--- src/lcr_pkg.sv ---
package lcr_pkg;

  // ---------------------------------------------------------------
  // register map
  // ---------------------------------------------------------------
  localparam int          DATA_W  = 8;
  localparam int          ADDR_W  = 8;
  localparam int          NUM_REG = 9;

  localparam logic [7:0] OFS_LANE1_INPUT_EQUALIZER       = 8'h3A;
  localparam logic [7:0] OFS_LANE1_OUT_A_SWING_PRIMARY   = 8'h3B;
  localparam logic [7:0] OFS_LANE1_OUT_A_SWING_SECONDARY = 8'h3C;
  localparam logic [7:0] OFS_LANE1_INPUT_IDLE_THRESHOLD  = 8'h3D;
  localparam logic [7:0] OFS_LANE1_OUT_A_IDLE_CONTROL    = 8'h39;
  localparam logic [7:0] OFS_LANE1_OUT_B_IDLE_CONTROL    = 8'h40;
  localparam logic [7:0] OFS_LANE1_OUT_B_SWING_PRIMARY   = 8'h42;
  localparam logic [7:0] OFS_LANE1_OUT_B_SWING_SECONDARY = 8'h43;
  localparam logic [7:0] OFS_GLOBAL_SWING_ADJUST         = 8'h47;

  // ---------------------------------------------------------------
  // reset values
  // ---------------------------------------------------------------
  localparam logic [7:0] RST_EQUALIZER     = 8'h20;
  localparam logic [7:0] RST_SWING_PRIMARY = 8'h03;
  localparam logic [7:0] RST_SWING_SECOND  = 8'h03;
  localparam logic [7:0] RST_IDLE_THRESH   = 8'h00;
  localparam logic [7:0] RST_IDLE_CONTROL  = 8'h00;
  localparam logic [7:0] RST_GLOBAL_SWING  = 8'h02;
  localparam logic [7:0] RD_UNMAPPED       = 8'h00;

  // ---------------------------------------------------------------
  // table index order (entry 0 in the low byte)
  // ---------------------------------------------------------------
  localparam int IDX_EQ       = 0;
  localparam int IDX_A_SWING1 = 1;
  localparam int IDX_A_SWING2 = 2;
  localparam int IDX_IN_IDLE  = 3;
  localparam int IDX_A_IDLE   = 4;
  localparam int IDX_B_IDLE   = 5;
  localparam int IDX_B_SWING1 = 6;
  localparam int IDX_B_SWING2 = 7;
  localparam int IDX_GLOBAL   = 8;

  localparam logic [NUM_REG*8-1:0] REG_OFS = {
    OFS_GLOBAL_SWING_ADJUST, OFS_LANE1_OUT_B_SWING_SECONDARY, OFS_LANE1_OUT_B_SWING_PRIMARY,
    OFS_LANE1_OUT_B_IDLE_CONTROL, OFS_LANE1_OUT_A_IDLE_CONTROL, OFS_LANE1_INPUT_IDLE_THRESHOLD,
    OFS_LANE1_OUT_A_SWING_SECONDARY, OFS_LANE1_OUT_A_SWING_PRIMARY, OFS_LANE1_INPUT_EQUALIZER};

  localparam logic [NUM_REG*8-1:0] REG_RST = {
    RST_GLOBAL_SWING, RST_SWING_SECOND, RST_SWING_PRIMARY,
    RST_IDLE_CONTROL, RST_IDLE_CONTROL, RST_IDLE_THRESH,
    RST_SWING_SECOND, RST_SWING_PRIMARY, RST_EQUALIZER};

  // ---------------------------------------------------------------
  // field positions
  // ---------------------------------------------------------------
  localparam int EQ_MSB        = 5;
  localparam int EQ_ENABLE_BIT = 5;
  localparam int EQ_GAIN_MSB   = 4;
  localparam int EQ_GAIN_LSB   = 3;
  localparam int EQ_BOOST_MSB  = 2;
  localparam int EQ_BOOST_LSB  = 0;
  localparam int SWING1_MSB    = 6;
  localparam int SWING2_MSB    = 7;
  localparam int IDLE_DEA_MSB  = 3;
  localparam int IDLE_DEA_LSB  = 2;
  localparam int IDLE_AS_MSB   = 1;
  localparam int IDLE_AS_LSB   = 0;
  localparam int IDLE_AUTO_BIT = 5;
  localparam int IDLE_SEL_BIT  = 4;
  localparam int GSCALE_MSB    = 1;

endpackage

--- src/lcr_wr_if.sv ---
`timescale 1ns/1ps
interface lcr_wr_if;
  logic       wr_en;
  logic [7:0] wr_addr;
  logic [7:0] wr_data;
  modport src (output wr_en, output wr_addr, output wr_data);
  modport dst (input wr_en, input wr_addr, input wr_data);
endinterface
--- src/lcr_lane1_cfg.sv ---
`timescale 1ns/1ps
module lcr_lane1_cfg (
  // clock and reset
  input  wire logic sys_clk,
  input  wire logic srst,
  // register port from the serial management interface
  input  wire logic       wr_en,
  input  wire logic [7:0] wr_addr,
  input  wire logic [7:0] wr_data,
  input  wire logic       rd_en,
  input  wire logic [7:0] rd_addr,
  output logic      [7:0] rd_data_r,
  output logic            rd_valid_r,
  // idle detector results from the analog front end
  input  wire logic       lane1_output_a_idle_detect,
  input  wire logic       lane1_output_b_idle_detect,
  // equalizer controls
  output logic            lane1_input_eq_enable_r,
  output logic      [1:0] lane1_input_gain_stage_select_r,
  output logic      [2:0] lane1_input_boost_level_select_r,
  // idle thresholds
  output logic      [1:0] lane1_input_idle_deassert_code_r,
  output logic      [1:0] lane1_input_idle_assert_code_r,
  // output swing
  output logic      [6:0] lane1_output_a_output_swing_r,
  output logic      [7:0] lane1_output_a_output_swing_level_r,
  output logic      [6:0] lane1_output_b_output_swing_r,
  output logic      [7:0] lane1_output_b_output_swing_level_r,
  output logic      [1:0] global_swing_scale_r,
  // output idle control
  output logic            lane1_output_a_mute_r,
  output logic            lane1_output_a_signal_detection_en_r,
  output logic            lane1_output_b_mute_r,
  output logic            lane1_output_b_signal_detection_en_r
);

  // ---------------------------------------------------------------
  // register cells
  // ---------------------------------------------------------------
  lcr_wr_if wbus ();

  assign wbus.wr_en   = wr_en;
  assign wbus.wr_addr = wr_addr;
  assign wbus.wr_data = wr_data;

  logic [7:0] reg_val [lcr_pkg::NUM_REG];
  wire  [7:0] rd_term [lcr_pkg::NUM_REG];

  genvar gi;
  generate
    for (gi = 0; gi < lcr_pkg::NUM_REG; gi = gi + 1) begin : g_reg
      lcr_reg_cell #(
        .OFS (lcr_pkg::REG_OFS[gi*8 +: 8]),
        .RST (lcr_pkg::REG_RST[gi*8 +: 8])
      ) u_cell (
        .sys_clk (sys_clk),
        .srst    (srst),
        .wr      (wbus),
        .value_r (reg_val[gi])
      );
      // unmapped offsets match no term and read as zero
      assign rd_term[gi] = (rd_addr == lcr_pkg::REG_OFS[gi*8 +: 8]) ? reg_val[gi] : lcr_pkg::RD_UNMAPPED;
    end
  endgenerate

  // ---------------------------------------------------------------
  // read path
  // ---------------------------------------------------------------
  logic [7:0] rd_mux;

  always_comb begin
    rd_mux = lcr_pkg::RD_UNMAPPED;
    for (int i = 0; i < lcr_pkg::NUM_REG; i++) begin
      rd_mux = rd_mux | rd_term[i];
    end
  end

  wire [7:0] rd_data_nxt;
  assign rd_data_nxt = rd_en ? rd_mux : rd_data_r;

  always_ff @(posedge sys_clk) begin
    if (srst) begin
      rd_data_r  <= lcr_pkg::RD_UNMAPPED;
      rd_valid_r <= 1'b0;
    end else begin
      rd_data_r  <= rd_data_nxt;
      rd_valid_r <= rd_en;
    end
  end

  // ---------------------------------------------------------------
  // idle detect synchronisers
  // ---------------------------------------------------------------
  logic [1:0] idle_meta_r;
  logic [1:0] idle_sync_r;

  always_ff @(posedge sys_clk) begin
    if (srst) begin
      idle_meta_r <= 2'h0;
      idle_sync_r <= 2'h0;
    end else begin
      idle_meta_r <= {lane1_output_b_idle_detect, lane1_output_a_idle_detect};
      idle_sync_r <= idle_meta_r;
    end
  end

  // ---------------------------------------------------------------
  // mute control, same encoding on both outputs
  // ---------------------------------------------------------------
  wire [7:0] a_idle_ctl = reg_val[lcr_pkg::IDX_A_IDLE];
  wire [7:0] b_idle_ctl = reg_val[lcr_pkg::IDX_B_IDLE];
  wire       a_mute_nxt;
  wire       b_mute_nxt;

  // auto mode hands muting to the detector; manual mode uses the select bit
  assign a_mute_nxt = a_idle_ctl[lcr_pkg::IDLE_AUTO_BIT] ? idle_sync_r[0]
                                                         : a_idle_ctl[lcr_pkg::IDLE_SEL_BIT];
  assign b_mute_nxt = b_idle_ctl[lcr_pkg::IDLE_AUTO_BIT] ? idle_sync_r[1]
                                                         : b_idle_ctl[lcr_pkg::IDLE_SEL_BIT];

  always_ff @(posedge sys_clk) begin
    if (srst) begin
      lane1_output_a_mute_r                <= 1'b0;
      lane1_output_a_signal_detection_en_r <= 1'b0;
      lane1_output_b_mute_r                <= 1'b0;
      lane1_output_b_signal_detection_en_r <= 1'b0;
    end else begin
      lane1_output_a_mute_r                <= a_mute_nxt;
      lane1_output_a_signal_detection_en_r <= a_idle_ctl[lcr_pkg::IDLE_AUTO_BIT];
      lane1_output_b_mute_r                <= b_mute_nxt;
      lane1_output_b_signal_detection_en_r <= b_idle_ctl[lcr_pkg::IDLE_AUTO_BIT];
    end
  end

  // ---------------------------------------------------------------
  // field taps, registered once more so the analog side sees clean flops
  // ---------------------------------------------------------------
  wire [7:0] eq_reg  = reg_val[lcr_pkg::IDX_EQ];
  wire [7:0] thr_reg = reg_val[lcr_pkg::IDX_IN_IDLE];
  wire       eq_enable_nxt;
  wire [1:0] eq_gain_nxt;
  wire [2:0] eq_boost_nxt;
  wire [1:0] thr_deassert_nxt;
  wire [1:0] thr_assert_nxt;
  wire [6:0] a_swing_nxt;
  wire [7:0] a_level_nxt;
  wire [6:0] b_swing_nxt;
  wire [7:0] b_level_nxt;
  wire [1:0] gscale_nxt;

  assign eq_enable_nxt    = eq_reg[lcr_pkg::EQ_ENABLE_BIT];
  assign eq_gain_nxt      = eq_reg[lcr_pkg::EQ_GAIN_MSB:lcr_pkg::EQ_GAIN_LSB];
  assign eq_boost_nxt     = eq_reg[lcr_pkg::EQ_BOOST_MSB:lcr_pkg::EQ_BOOST_LSB];
  // codes pass as is; the comparator ladder orders 00 lowest to 11 highest
  assign thr_deassert_nxt = thr_reg[lcr_pkg::IDLE_DEA_MSB:lcr_pkg::IDLE_DEA_LSB];
  assign thr_assert_nxt   = thr_reg[lcr_pkg::IDLE_AS_MSB:lcr_pkg::IDLE_AS_LSB];
  // primary swing drops the reserved top bit; level fields are whole bytes
  assign a_swing_nxt      = reg_val[lcr_pkg::IDX_A_SWING1][lcr_pkg::SWING1_MSB:0];
  assign a_level_nxt      = reg_val[lcr_pkg::IDX_A_SWING2][lcr_pkg::SWING2_MSB:0];
  assign b_swing_nxt      = reg_val[lcr_pkg::IDX_B_SWING1][lcr_pkg::SWING1_MSB:0];
  assign b_level_nxt      = reg_val[lcr_pkg::IDX_B_SWING2][lcr_pkg::SWING2_MSB:0];
  assign gscale_nxt       = reg_val[lcr_pkg::IDX_GLOBAL][lcr_pkg::GSCALE_MSB:0];

  // ---------------------------------------------------------------
  // equalizer controls
  // ---------------------------------------------------------------
  // reset mirrors the register default so the equalizer starts enabled
  always_ff @(posedge sys_clk) begin
    if (srst) begin
      lane1_input_eq_enable_r          <= lcr_pkg::RST_EQUALIZER[lcr_pkg::EQ_ENABLE_BIT];
      lane1_input_gain_stage_select_r  <= lcr_pkg::RST_EQUALIZER[lcr_pkg::EQ_GAIN_MSB:lcr_pkg::EQ_GAIN_LSB];
      lane1_input_boost_level_select_r <= lcr_pkg::RST_EQUALIZER[lcr_pkg::EQ_BOOST_MSB:lcr_pkg::EQ_BOOST_LSB];
    end else begin
      lane1_input_eq_enable_r          <= eq_enable_nxt;
      lane1_input_gain_stage_select_r  <= eq_gain_nxt;
      lane1_input_boost_level_select_r <= eq_boost_nxt;
    end
  end

  // ---------------------------------------------------------------
  // idle thresholds
  // ---------------------------------------------------------------
  always_ff @(posedge sys_clk) begin
    if (srst) begin
      lane1_input_idle_deassert_code_r <= lcr_pkg::RST_IDLE_THRESH[lcr_pkg::IDLE_DEA_MSB:lcr_pkg::IDLE_DEA_LSB];
      lane1_input_idle_assert_code_r   <= lcr_pkg::RST_IDLE_THRESH[lcr_pkg::IDLE_AS_MSB:lcr_pkg::IDLE_AS_LSB];
    end else begin
      lane1_input_idle_deassert_code_r <= thr_deassert_nxt;
      lane1_input_idle_assert_code_r   <= thr_assert_nxt;
    end
  end

  // ---------------------------------------------------------------
  // output swing
  // ---------------------------------------------------------------
  always_ff @(posedge sys_clk) begin
    if (srst) begin
      lane1_output_a_output_swing_r       <= lcr_pkg::RST_SWING_PRIMARY[lcr_pkg::SWING1_MSB:0];
      lane1_output_a_output_swing_level_r <= lcr_pkg::RST_SWING_SECOND;
      lane1_output_b_output_swing_r       <= lcr_pkg::RST_SWING_PRIMARY[lcr_pkg::SWING1_MSB:0];
      lane1_output_b_output_swing_level_r <= lcr_pkg::RST_SWING_SECOND;
      global_swing_scale_r                <= lcr_pkg::RST_GLOBAL_SWING[lcr_pkg::GSCALE_MSB:0];
    end else begin
      lane1_output_a_output_swing_r       <= a_swing_nxt;
      lane1_output_a_output_swing_level_r <= a_level_nxt;
      lane1_output_b_output_swing_r       <= b_swing_nxt;
      lane1_output_b_output_swing_level_r <= b_level_nxt;
      global_swing_scale_r                <= gscale_nxt;
    end
  end

endmodule

--- src/lcr_reg_cell.sv ---
`timescale 1ns/1ps
module lcr_reg_cell #(
  parameter logic [7:0] OFS = 8'h00,
  parameter logic [7:0] RST = 8'h00
) (
  // clock and reset
  input  wire logic  sys_clk,
  input  wire logic  srst,
  // write port
  lcr_wr_if.dst      wr,
  // stored value
  output logic [7:0] value_r
);

  wire       hit;
  wire [7:0] value_nxt;

  assign hit       = wr.wr_en && (wr.wr_addr == OFS);
  // reserved bits are stored as written and read back unchanged
  assign value_nxt = hit ? wr.wr_data : value_r;

  always_ff @(posedge sys_clk) begin
    if (srst) begin
      value_r <= RST;
    end else begin
      value_r <= value_nxt;
    end
  end

endmodule

--- config.mk ---
export PLATFORM = sky130hd
export DESIGN_NAME = lcr_lane1_cfg
export DESIGN_NICKNAME = d
export VERILOG_FILES = /design/src/lcr_pkg.sv /design/src/lcr_wr_if.sv /design/src/lcr_lane1_cfg.sv /design/src/lcr_reg_cell.sv
export SDC_FILE = /design/constraint.sdc
export NUM_CORES = 1
export LEC_CHECK = 0
export ABC_AREA = 1
export BUFFER_PORTS_ARGS = -buffer_cell sky130_fd_sc_hd__buf_2
export CAP_MARGIN = 10
export CORE_MARGIN = 1.5
export CORE_UTILIZATION = 45
export CTS_CLUSTER_SIZE = 16
export DETAILED_ROUTE_END_ITERATION = 8
export PLACE_DENSITY = 0.66
export SYNTH_ARGS = -nofsm -noshare
export SYNTH_HDL_FRONTEND = slang
export SYNTH_SLANG_ARGS = --single-unit
export TNS_END_PERCENT = 30
--- constraint.sdc ---
create_clock -name sys_clk -period 1.5 [get_ports sys_clk]
set_clock_uncertainty 0.1 [all_clocks]
set_input_delay 0.15 -clock sys_clk [delete_from_list [all_inputs] [get_ports sys_clk]]
set_output_delay 0.15 -clock sys_clk [all_outputs]
set_load 0.02 [all_outputs]
* Word-level counts from Yosys, hierarchy flattened *
Index checks and enable logic that the tools add are counted.

word-level totals
  register bits = 131
  input bits = 30
  output and inout port bits = 55
  logic and storage cells = 73

cells by class
  equal/unequal tests = 18
  mux-type cells = 11
  bitwise gates (word level) = 8
  reduce and logical (&&, ||, !) cells = 9

operators with widths
  cell                                                              number
  8-bit by 6-bit == test with 1-bit output (second input constant)  10
  8-bit 2-to-1 mux                                                  9
  8-bit by 7-bit == test with 1-bit output (second input constant)  8
  8-bit bitwise OR                                                  8
  1-bit logical AND                                                 9
  1-bit 2-to-1 mux                                                  2

* Logic depth before layout (Yosys ltp) *
Gate-level depths: netlist of run 1.

  depth after elaboration = 10
  gate-level depth with buffers = 10
  mapped depth without buffers = 9

* By module *
A second synthesis of run 1 with hierarchy kept.

second synthesis, totals
  cells, all modules = 963
  area, all modules = 6552.5 µm²

by module, submodules not included
  module                           times used  cells each  area each (µm²)  sequential area each (µm²)
  lcr_lane1_cfg                    1           376         2572.5           1181.1
  lcr_reg_cell at g_reg[3].u_cell  1           67          452.9            160.2
  lcr_reg_cell at g_reg[8].u_cell  1           69          451.7            160.2
  lcr_reg_cell at g_reg[4].u_cell  1           66          449.2            160.2
  lcr_reg_cell at g_reg[1].u_cell  1           66          441.7            160.2
  lcr_reg_cell at g_reg[5].u_cell  1           66          440.4            160.2
  lcr_reg_cell at g_reg[2].u_cell  1           64          439.2            160.2
  lcr_reg_cell at g_reg[0].u_cell  1           64          437.9            160.2
  lcr_reg_cell at g_reg[6].u_cell  1           62          434.2            160.2
  lcr_reg_cell at g_reg[7].u_cell  1           63          432.9            160.2

* Worst setup path before layout of run 1 *
Ideal clock, no wire load.

  path kind = input -> register
  start point = input wr_addr[0]
  end point = register g_reg[5].u_cell.value_r[6]
  setup time = 0.066 ns
  arrival = 0.990 ns
  data required time = 1.334 ns
  setup slack = 0.344 ns
  stages = 5
  path buffers = 1
  path through = or2_4 -> nor3_4 -> buf_6 -> o21ai_1 -> a21oi_2

between the ends
  word-level cells in the longest chain between the ends = 2

RTL lines
  what                                      line                RTL
  start: declaration                        lcr_lane1_cfg.sv:8  input wire logic [7:0] wr_addr,
  8-bit by 7-bit == test with 1-bit output  lcr_reg_cell.sv:18  assign hit = wr.wr_en && (wr.wr_addr == OFS);
  1-bit logical AND                         lcr_reg_cell.sv:18
  end signal: assignment                    lcr_reg_cell.sv:26  value_r <= value_nxt;
  end: declaration                          lcr_reg_cell.sv:12  output logic [7:0] value_r

No other way between the ends.
A chain may end at the register's enable or synchronous reset.

* Final worst setup path of run 1 *
  start point = input wr_addr[3]
  end point = register g_reg[8].u_cell.value_r[6]

between the ends
  word-level cells in the longest chain between the ends = 2

RTL lines
  what                                      line
  8-bit by 7-bit == test with 1-bit output  lcr_reg_cell.sv:18
  1-bit logical AND                         lcr_reg_cell.sv:18
  end signal: assignment                    lcr_reg_cell.sv:26
  end: declaration                          lcr_reg_cell.sv:12

No other way between the ends.

==> results.tsv, run 1 <==
stage	metric	value	unit
outcome	status	complete, no violations	
drt	wl_per_cell	15.66	um
placement	placed_cell_area	5766	um2
drt	ant_nets	0	
finish	drive_above_1_share	0.2103	
clock_tree	cts.sinks	131	
grt	grt_start_max_net_pins	75	
clock_tree	cts_tree	built	
logic_synthesis	synth_seq_area_share	0.5116	
placement	dp_cells	884	
pwr	power_density	1266	nW/um2
timing	maxSlewViolCount	0	
grt	grt_use_total	0.2559	
timing	period_share	0.9070	
finish	final_util	0.5850	
worst_setup_path	worstSetupStartpointType	input port	
finish	areaGrowthSynthToFinish	25.34	%
finish	finalInstanceArea	6425	um2
logic_synthesis	syn_area	5126	um2
clock_tree	post_cts.repair.setup_buffers	0	
worst_setup_path	cp.arrival	1.61	ns
finish	stdcell_count	920	
finish	layout_common_cells	dfxtp_1, inv_1, buf_2, nand3_1, nor2_1	
floorplan	initial_core_util	0.4667	
pwr	power.leakage	0.003025	uW
worst_setup_path	worstPathCellList	buf_2, dlygate4sd3_1, nor3_2, nand3_2, inv_4, o21ai_0, a21oi_1	
drt	highest_layer	met4	
floorplan	row_count	38	
finish	final_nets	797	
logic_synthesis	avgSynthCellArea	7.617	um2
worst_setup_path	worstPathRequired	1.75	ns
worst_setup_path	rr_worst_depth	6	
worst_setup_path	r2r_slack	0.45	ns
drt	viasPerCell	5.116	
grt	grt_pass1_wl	22750	um
timing	fmax	735.0	MHz
drt	routed_wl	14410	um
min_path	hold_class	input port to flip-flop	
placement	dp_hpwl	10010	um
logic_synthesis	ys_warn_count	0	
worst_setup_path	crit_start	wr_addr[3]	
clock_tree	cts_inserted_buffers	17	
grt	grt_overflow	0	
drt	vias	4707	
grt	antenna_found_initial	0	
floorplan	die_height	109.7	um
clock_tree	clockBufferDepth	2	
timing	final_hold_viol_count	0	
drt	met2_length	6742	um
worst_setup_path	crit_type	input port to flip-flop	
logic_synthesis	synth_fp_nets	703	
logic_synthesis	synthCells	673	
worst_setup_path	slowest_stage	dlygate4sd3_1	
timing	rsz0062_at_grt	no	
drt	route.detailed.drc	0	
drt	drt-met1-wl	6400	um
worst_setup_path	endpoint_kind	flip-flop	
worst_setup_path	reg2reg_from	g_reg[2].u_cell.value_r[2]	
floorplan	die_area	12040	um2
floorplan	die_w	109.7	um
grt	grt_pass1_vias	4446	
drt	first_pass_iters	6	
min_path	hold_path_startpoint	rd_en	
clock_tree	ctsHtreeMaxLevel	4	
run	drv_cap	0	
finish	diodes	0	
worst_setup_path	crit_fanout	14	
placement	gp_congestion	0.9162	
timing	slew_headroom	0.5698	
floorplan	ios	85	
placement	io_buffers	84	
drt	route.met3.wl	823	um
logic_synthesis	ys_types	25	
timing	finalCriticalPeriod	1.360	ns
floorplan	core_area	10980	um2
timing	tightestPinTransition	0.6430	ns
clock_tree	insertion_delay	0.42	ns
worst_setup_path	slowest_delay	0.56	ns
finish	final_common_cell	dfxtp_1	
clock_tree	cts-root-buf	clkbuf_16	
clock_tree	clkTransAtPathRegs	0.05	ns
pwr	ir_drop	0.6094	mV
finish	num-fill-cells	1012	
logic_synthesis	ys_ff_latch	131	
min_path	hold_depth	3	
timing	setup-violations-final	0	
drt	initialDrtViolationCount	242	
critical path: cells and delay by family:
kind | cells | cell delay (ns)
buf+inv | 3 | 0.82
compound gates | 2 | 0.24
simple gates | 2 | 0.39
cell usage after synthesis (all sizes together):
master	count	area share
o211ai	3	0.0044
a21oi	68	0.067
o21ai	69	0.068
dfxtp	131	0.51
inv	105	0.077
nor3	7	0.016
nor2	86	0.068
clkbuf	14	0.010
buf	19	0.023
or2	6	0.0078
nand2	76	0.056
nand3	81	0.081
nand4	8	0.0098
final cells by class:
| class | instances | area, um2 | area share |
|---|---|---|---|
| Clock inverter | 13 | 158.9 | 0.02473 |
| Multi-Input combinational cell | 404 | 1946 | 0.3028 |
| Inverter | 105 | 396.6 | 0.06173 |
| Tap cell | 140 | 175.2 | 0.02726 |
| Timing Repair Buffer | 108 | 673.1 | 0.1048 |
| Sequential cell | 131 | 2623 | 0.4082 |
| Clock buffer | 19 | 452.9 | 0.07050 |
sequential cells by signal, indices dropped and copies added (netlist names), 3 cells and up:
name / count
lane1_output_b_output_swing_level_r: 8
rd_data_r: 8
g.u_cell.value_r: 72
lane1_output_b_output_swing_r: 7
lane1_output_a_output_swing_level_r: 8
lane1_output_a_output_swing_r: 7
lane1_input_boost_level_select_r: 3
cells by family (layout without fill, tap and decap cells):
| group | after synthesis | in the layout | synth area share |
|---|---|---|---|
| compound gates | 140 | 140 | 0.1396 |
| flops | 131 | 131 | 0.5116 |
| buf+inv | 138 | 245 | 0.1103 |
| simple gates | 264 | 264 | 0.2385 |
layer usage:
| layer | vias to the layer above | track usage |
|---|---|---|
| met1 | 2168 | 0.3296 |
| li1 | 2343 | - |
| met2 | 169 | 0.4108 |
| met5 | - | 0 |
| met3 | 27 | 0.04801 |
| met4 | 0 | 0.1252 |
power breakdown:
part / internal [uW] / switching (uW)
logic: 126 / 280
clock network: 2690 / 1520
registers: 3500 / 12.5
stage by stage:
stage	hold WS [ns]	total power, uW	setup WS (ns)	setup TNS [ns]
2_1_floorplan	0.1570	3807	0.3440	0
3_3_place_gp	0.2563	3978	-0.01088	-0.01088
3_5_place_dp	0.2721	3984	-0.03221	-0.08403
4_1_cts	0.004378	8185	0.1335	0
5_1_grt	0.04488	8366	0.06573	0
6_report	0.01743	8131	0.1395	0
final timing paths:
path | endpoint
worst max-delay path | g_reg[8].u_cell.value_r[6]
worst max register to register | rd_data_r[2]
worst min-delay path | rd_valid_r
worst min register to register | idle_sync_r[0]
timing repair:
item,4_1_cts,5_1_grt
hold buffers,4,0
setup endpoints to repair,0,6
resized for setup,0,2
endpoints found under the hold margin,7,0
(Power assumes the default switching activity.)
==> inputs of run 2 (changes only) <==
--- a/config.mk
+++ b/config.mk
@@ -10,8 +10,8 @@
 export CAP_MARGIN = 10
 export CORE_MARGIN = 1.5
-export CORE_UTILIZATION = 45
+export CORE_UTILIZATION = 48
 export CTS_CLUSTER_SIZE = 16
 export DETAILED_ROUTE_END_ITERATION = 8
-export PLACE_DENSITY = 0.66
+export PLACE_DENSITY = 0.7
 export SYNTH_ARGS = -nofsm -noshare
 export SYNTH_HDL_FRONTEND = slang
==> constraint.sdc (replaced) <==
create_clock -name sys_clk -period 1.4 [get_ports sys_clk]
set_clock_uncertainty 0.1 [all_clocks]
set_input_delay 0 -clock sys_clk [delete_from_list [all_inputs] [get_ports sys_clk]]
set_output_delay 0 -clock sys_clk [all_outputs]
set_load 0.02 [all_outputs]
==> results.tsv, run 2 (synthesized netlist as in run 1, its figures left out) <==
stage	metric	value	unit
outcome	status	complete, no violations	
timing	maxSlewViolCount	0	
finish	regArea	2624	um2
worst_setup_path	worstPathCellList	o21ai_0, a21oi_1, dlygate4sd3_1	
clock_tree	cts.sinks	131	
pwr	p_int	6523	uW
pwr	power_density	1225	nW/um2
worst_setup_path	worstPathRequired	1.73	ns
clock_tree	cts_tree	built	
grt	antenna_found_initial	0	
finish	drive_above_1_share	0.1906	
floorplan	ios	85	
placement	placed_cell_area	5708	um2
floorplan	initial_core_util	0.4965	
pwr	p_sw_frac	0.2336	
floorplan	core_area	10320	um2
grt	grt_use_total	0.2829	
run	drv_cap	0	
pwr	p_sw	1988	uW
finish	largest_reg_flops	72	
finish	diodes	0	
worst_setup_path	endpoint_kind	flip-flop	
finish	multi_input_area	1946	um2
finish	areaGrowthSynthToFinish	35.56	%
worst_setup_path	slowest_delay	0.55	ns
clock_tree	ctsHtreeMaxLevel	4	
finish	num-fill-cells	865	
finish	final_common_cell	dfxtp_1	
finish	final_util	0.6731	
timing	tightestPinTransition	0.9404	ns
drt	route.detailed.drc	0	
drt	highest_layer	met4	
drt	first_pass_iters	5	
grt	grt_start_max_net_pins	45	
pwr	power.leakage	0.003268	uW
drt	initialDrtViolationCount	380	
grt	grt_overflow	0	
clock_tree	cts-root-buf	clkbuf_8	
drt	drt-met1-wl	6333	um
placement	dp_cells	873	
clock_tree	cts_inserted_buffers	17	
pwr	seq_power_share	0.443	
clock_tree	clkTransAtPathRegs	0.06	ns
pwr	pwr-share-comb	0.060	
placement	io_buffers	84	
timing	setup-violations-final	0	
finish	finalInstanceArea	6949	um2
worst_setup_path	crit_type	flip-flop to flip-flop	
finish	final_nets	851	
drt	routed_wl	15300	um
pwr	ir_drop	0.7104	mV
floorplan	die_w	106.3	um
grt	grt_pass1_vias	4725	
finish	layout_common_cells	dfxtp_1, inv_1, buf_2, nand3_1, nor2_1	
drt	ant_nets	0	
drt	viasPerCell	5.163	
worst_setup_path	worstSetupStartpointType	flip-flop	
drt	wl_per_cell	15.77	um
drt	vias	5008	
worst_setup_path	crit_fanout	3	
drt	met2_length	6964	um
floorplan	row_count	37	
timing	finalCriticalPeriod	1.360	ns
timing	final_hold_viol_count	0	
timing	layout_setup_ws	0.04016	ns
placement	gp_congestion	0.8661	
timing	period_share	0.9713	
placement	dp_slack	-0.01520	ns
timing	fmax	735.4	MHz
clock_tree	clockBufferDepth	2	
worst_setup_path	cp.arrival	1.69	ns
timing	slew_headroom	0.3731	
placement	dp_hpwl	9420	um
clock_tree	insertion_delay	0.54	ns
worst_setup_path	slowest_stage	dlygate4sd3_1	
pwr	clkPwrFrac	0.498	
grt	grt_pass1_wl	24120	um
finish	top_register	g.u_cell.value_r	
min_path	hold_class	input port to flip-flop	
drt	route.met3.wl	1241	um
finish	stdcell_count	970	
floorplan	die_height	106.3	um
floorplan	die_area	11310	um2
-- run 2: power by group through the flow --
stage | clock network, uW | logic (uW) | registers, uW
after floorplan | 0 | 217 | 3860
after global placement | 0 | 393 | 3850
after detailed placement | 0 | 400 | 3850
after CTS | 4260 | 495 | 3770
after global routing | 4450 | 552 | 3770
final | 4240 | 507 | 3770
-- run 2: final cells by class --
| type | count | share of cell area |
|---|---|---|
| repair buffers | 162 | 0.1790 |
| clock inverters | 12 | 0.01927 |
| flip-flops and latches | 131 | 0.3776 |
| clock buffers | 20 | 0.06266 |
| multi-input cells | 404 | 0.2800 |
| well taps | 136 | 0.02449 |
| inverters | 105 | 0.05708 |
-- run 2: repair_timing --
action | in CTS | in global routing
gates resized for setup | 0 | 9
hold buffers | 61 | 3
setup buffers | 0 | 2
hold endpoints to repair | 131 | 27
setup endpoints to repair | 0 | 53
-- run 2: critical path, delay by kind of cell, from the launching register on --
family                 cells  cell delay, ns
AO/OA/AOI/OAI              2            0.28
flip-flops                 1            0.33
buffers and inverters      1            0.55
-- run 2: worst paths after layout --
check	startpoint	end	slack [ns]	cells after the start
setup / recovery	g_reg[2].u_cell.value_r[3]	g_reg[2].u_cell.value_r[3]	0.04	3
hold / removal	wr_addr[5]	g_reg[6].u_cell.value_r[2]	0.01	6
setup reg to reg	g_reg[2].u_cell.value_r[3]	g_reg[2].u_cell.value_r[3]	0.04	3
hold reg to reg	idle_meta_r[0]	idle_sync_r[0]	0.31	2
-- run 2: stage by stage --
step                setup TNS, ns  power [uW]  hold slack, ns
global route             -0.02241        8767         0.05554
floorplan                       0        4079        0.006967
global placement                0        4240          0.1069
finish                          0        8511         0.01100
CTS                             0        8522         0.01050
detailed placement       -0.01520        4248          0.1147
-- run 2: routing by layer --
metal  global-route usage  vias up
li1                     -     2451
met1               0.3479     2279
met2               0.4535      226
met3              0.07112       52
met4               0.1544        0
met5                    0        -
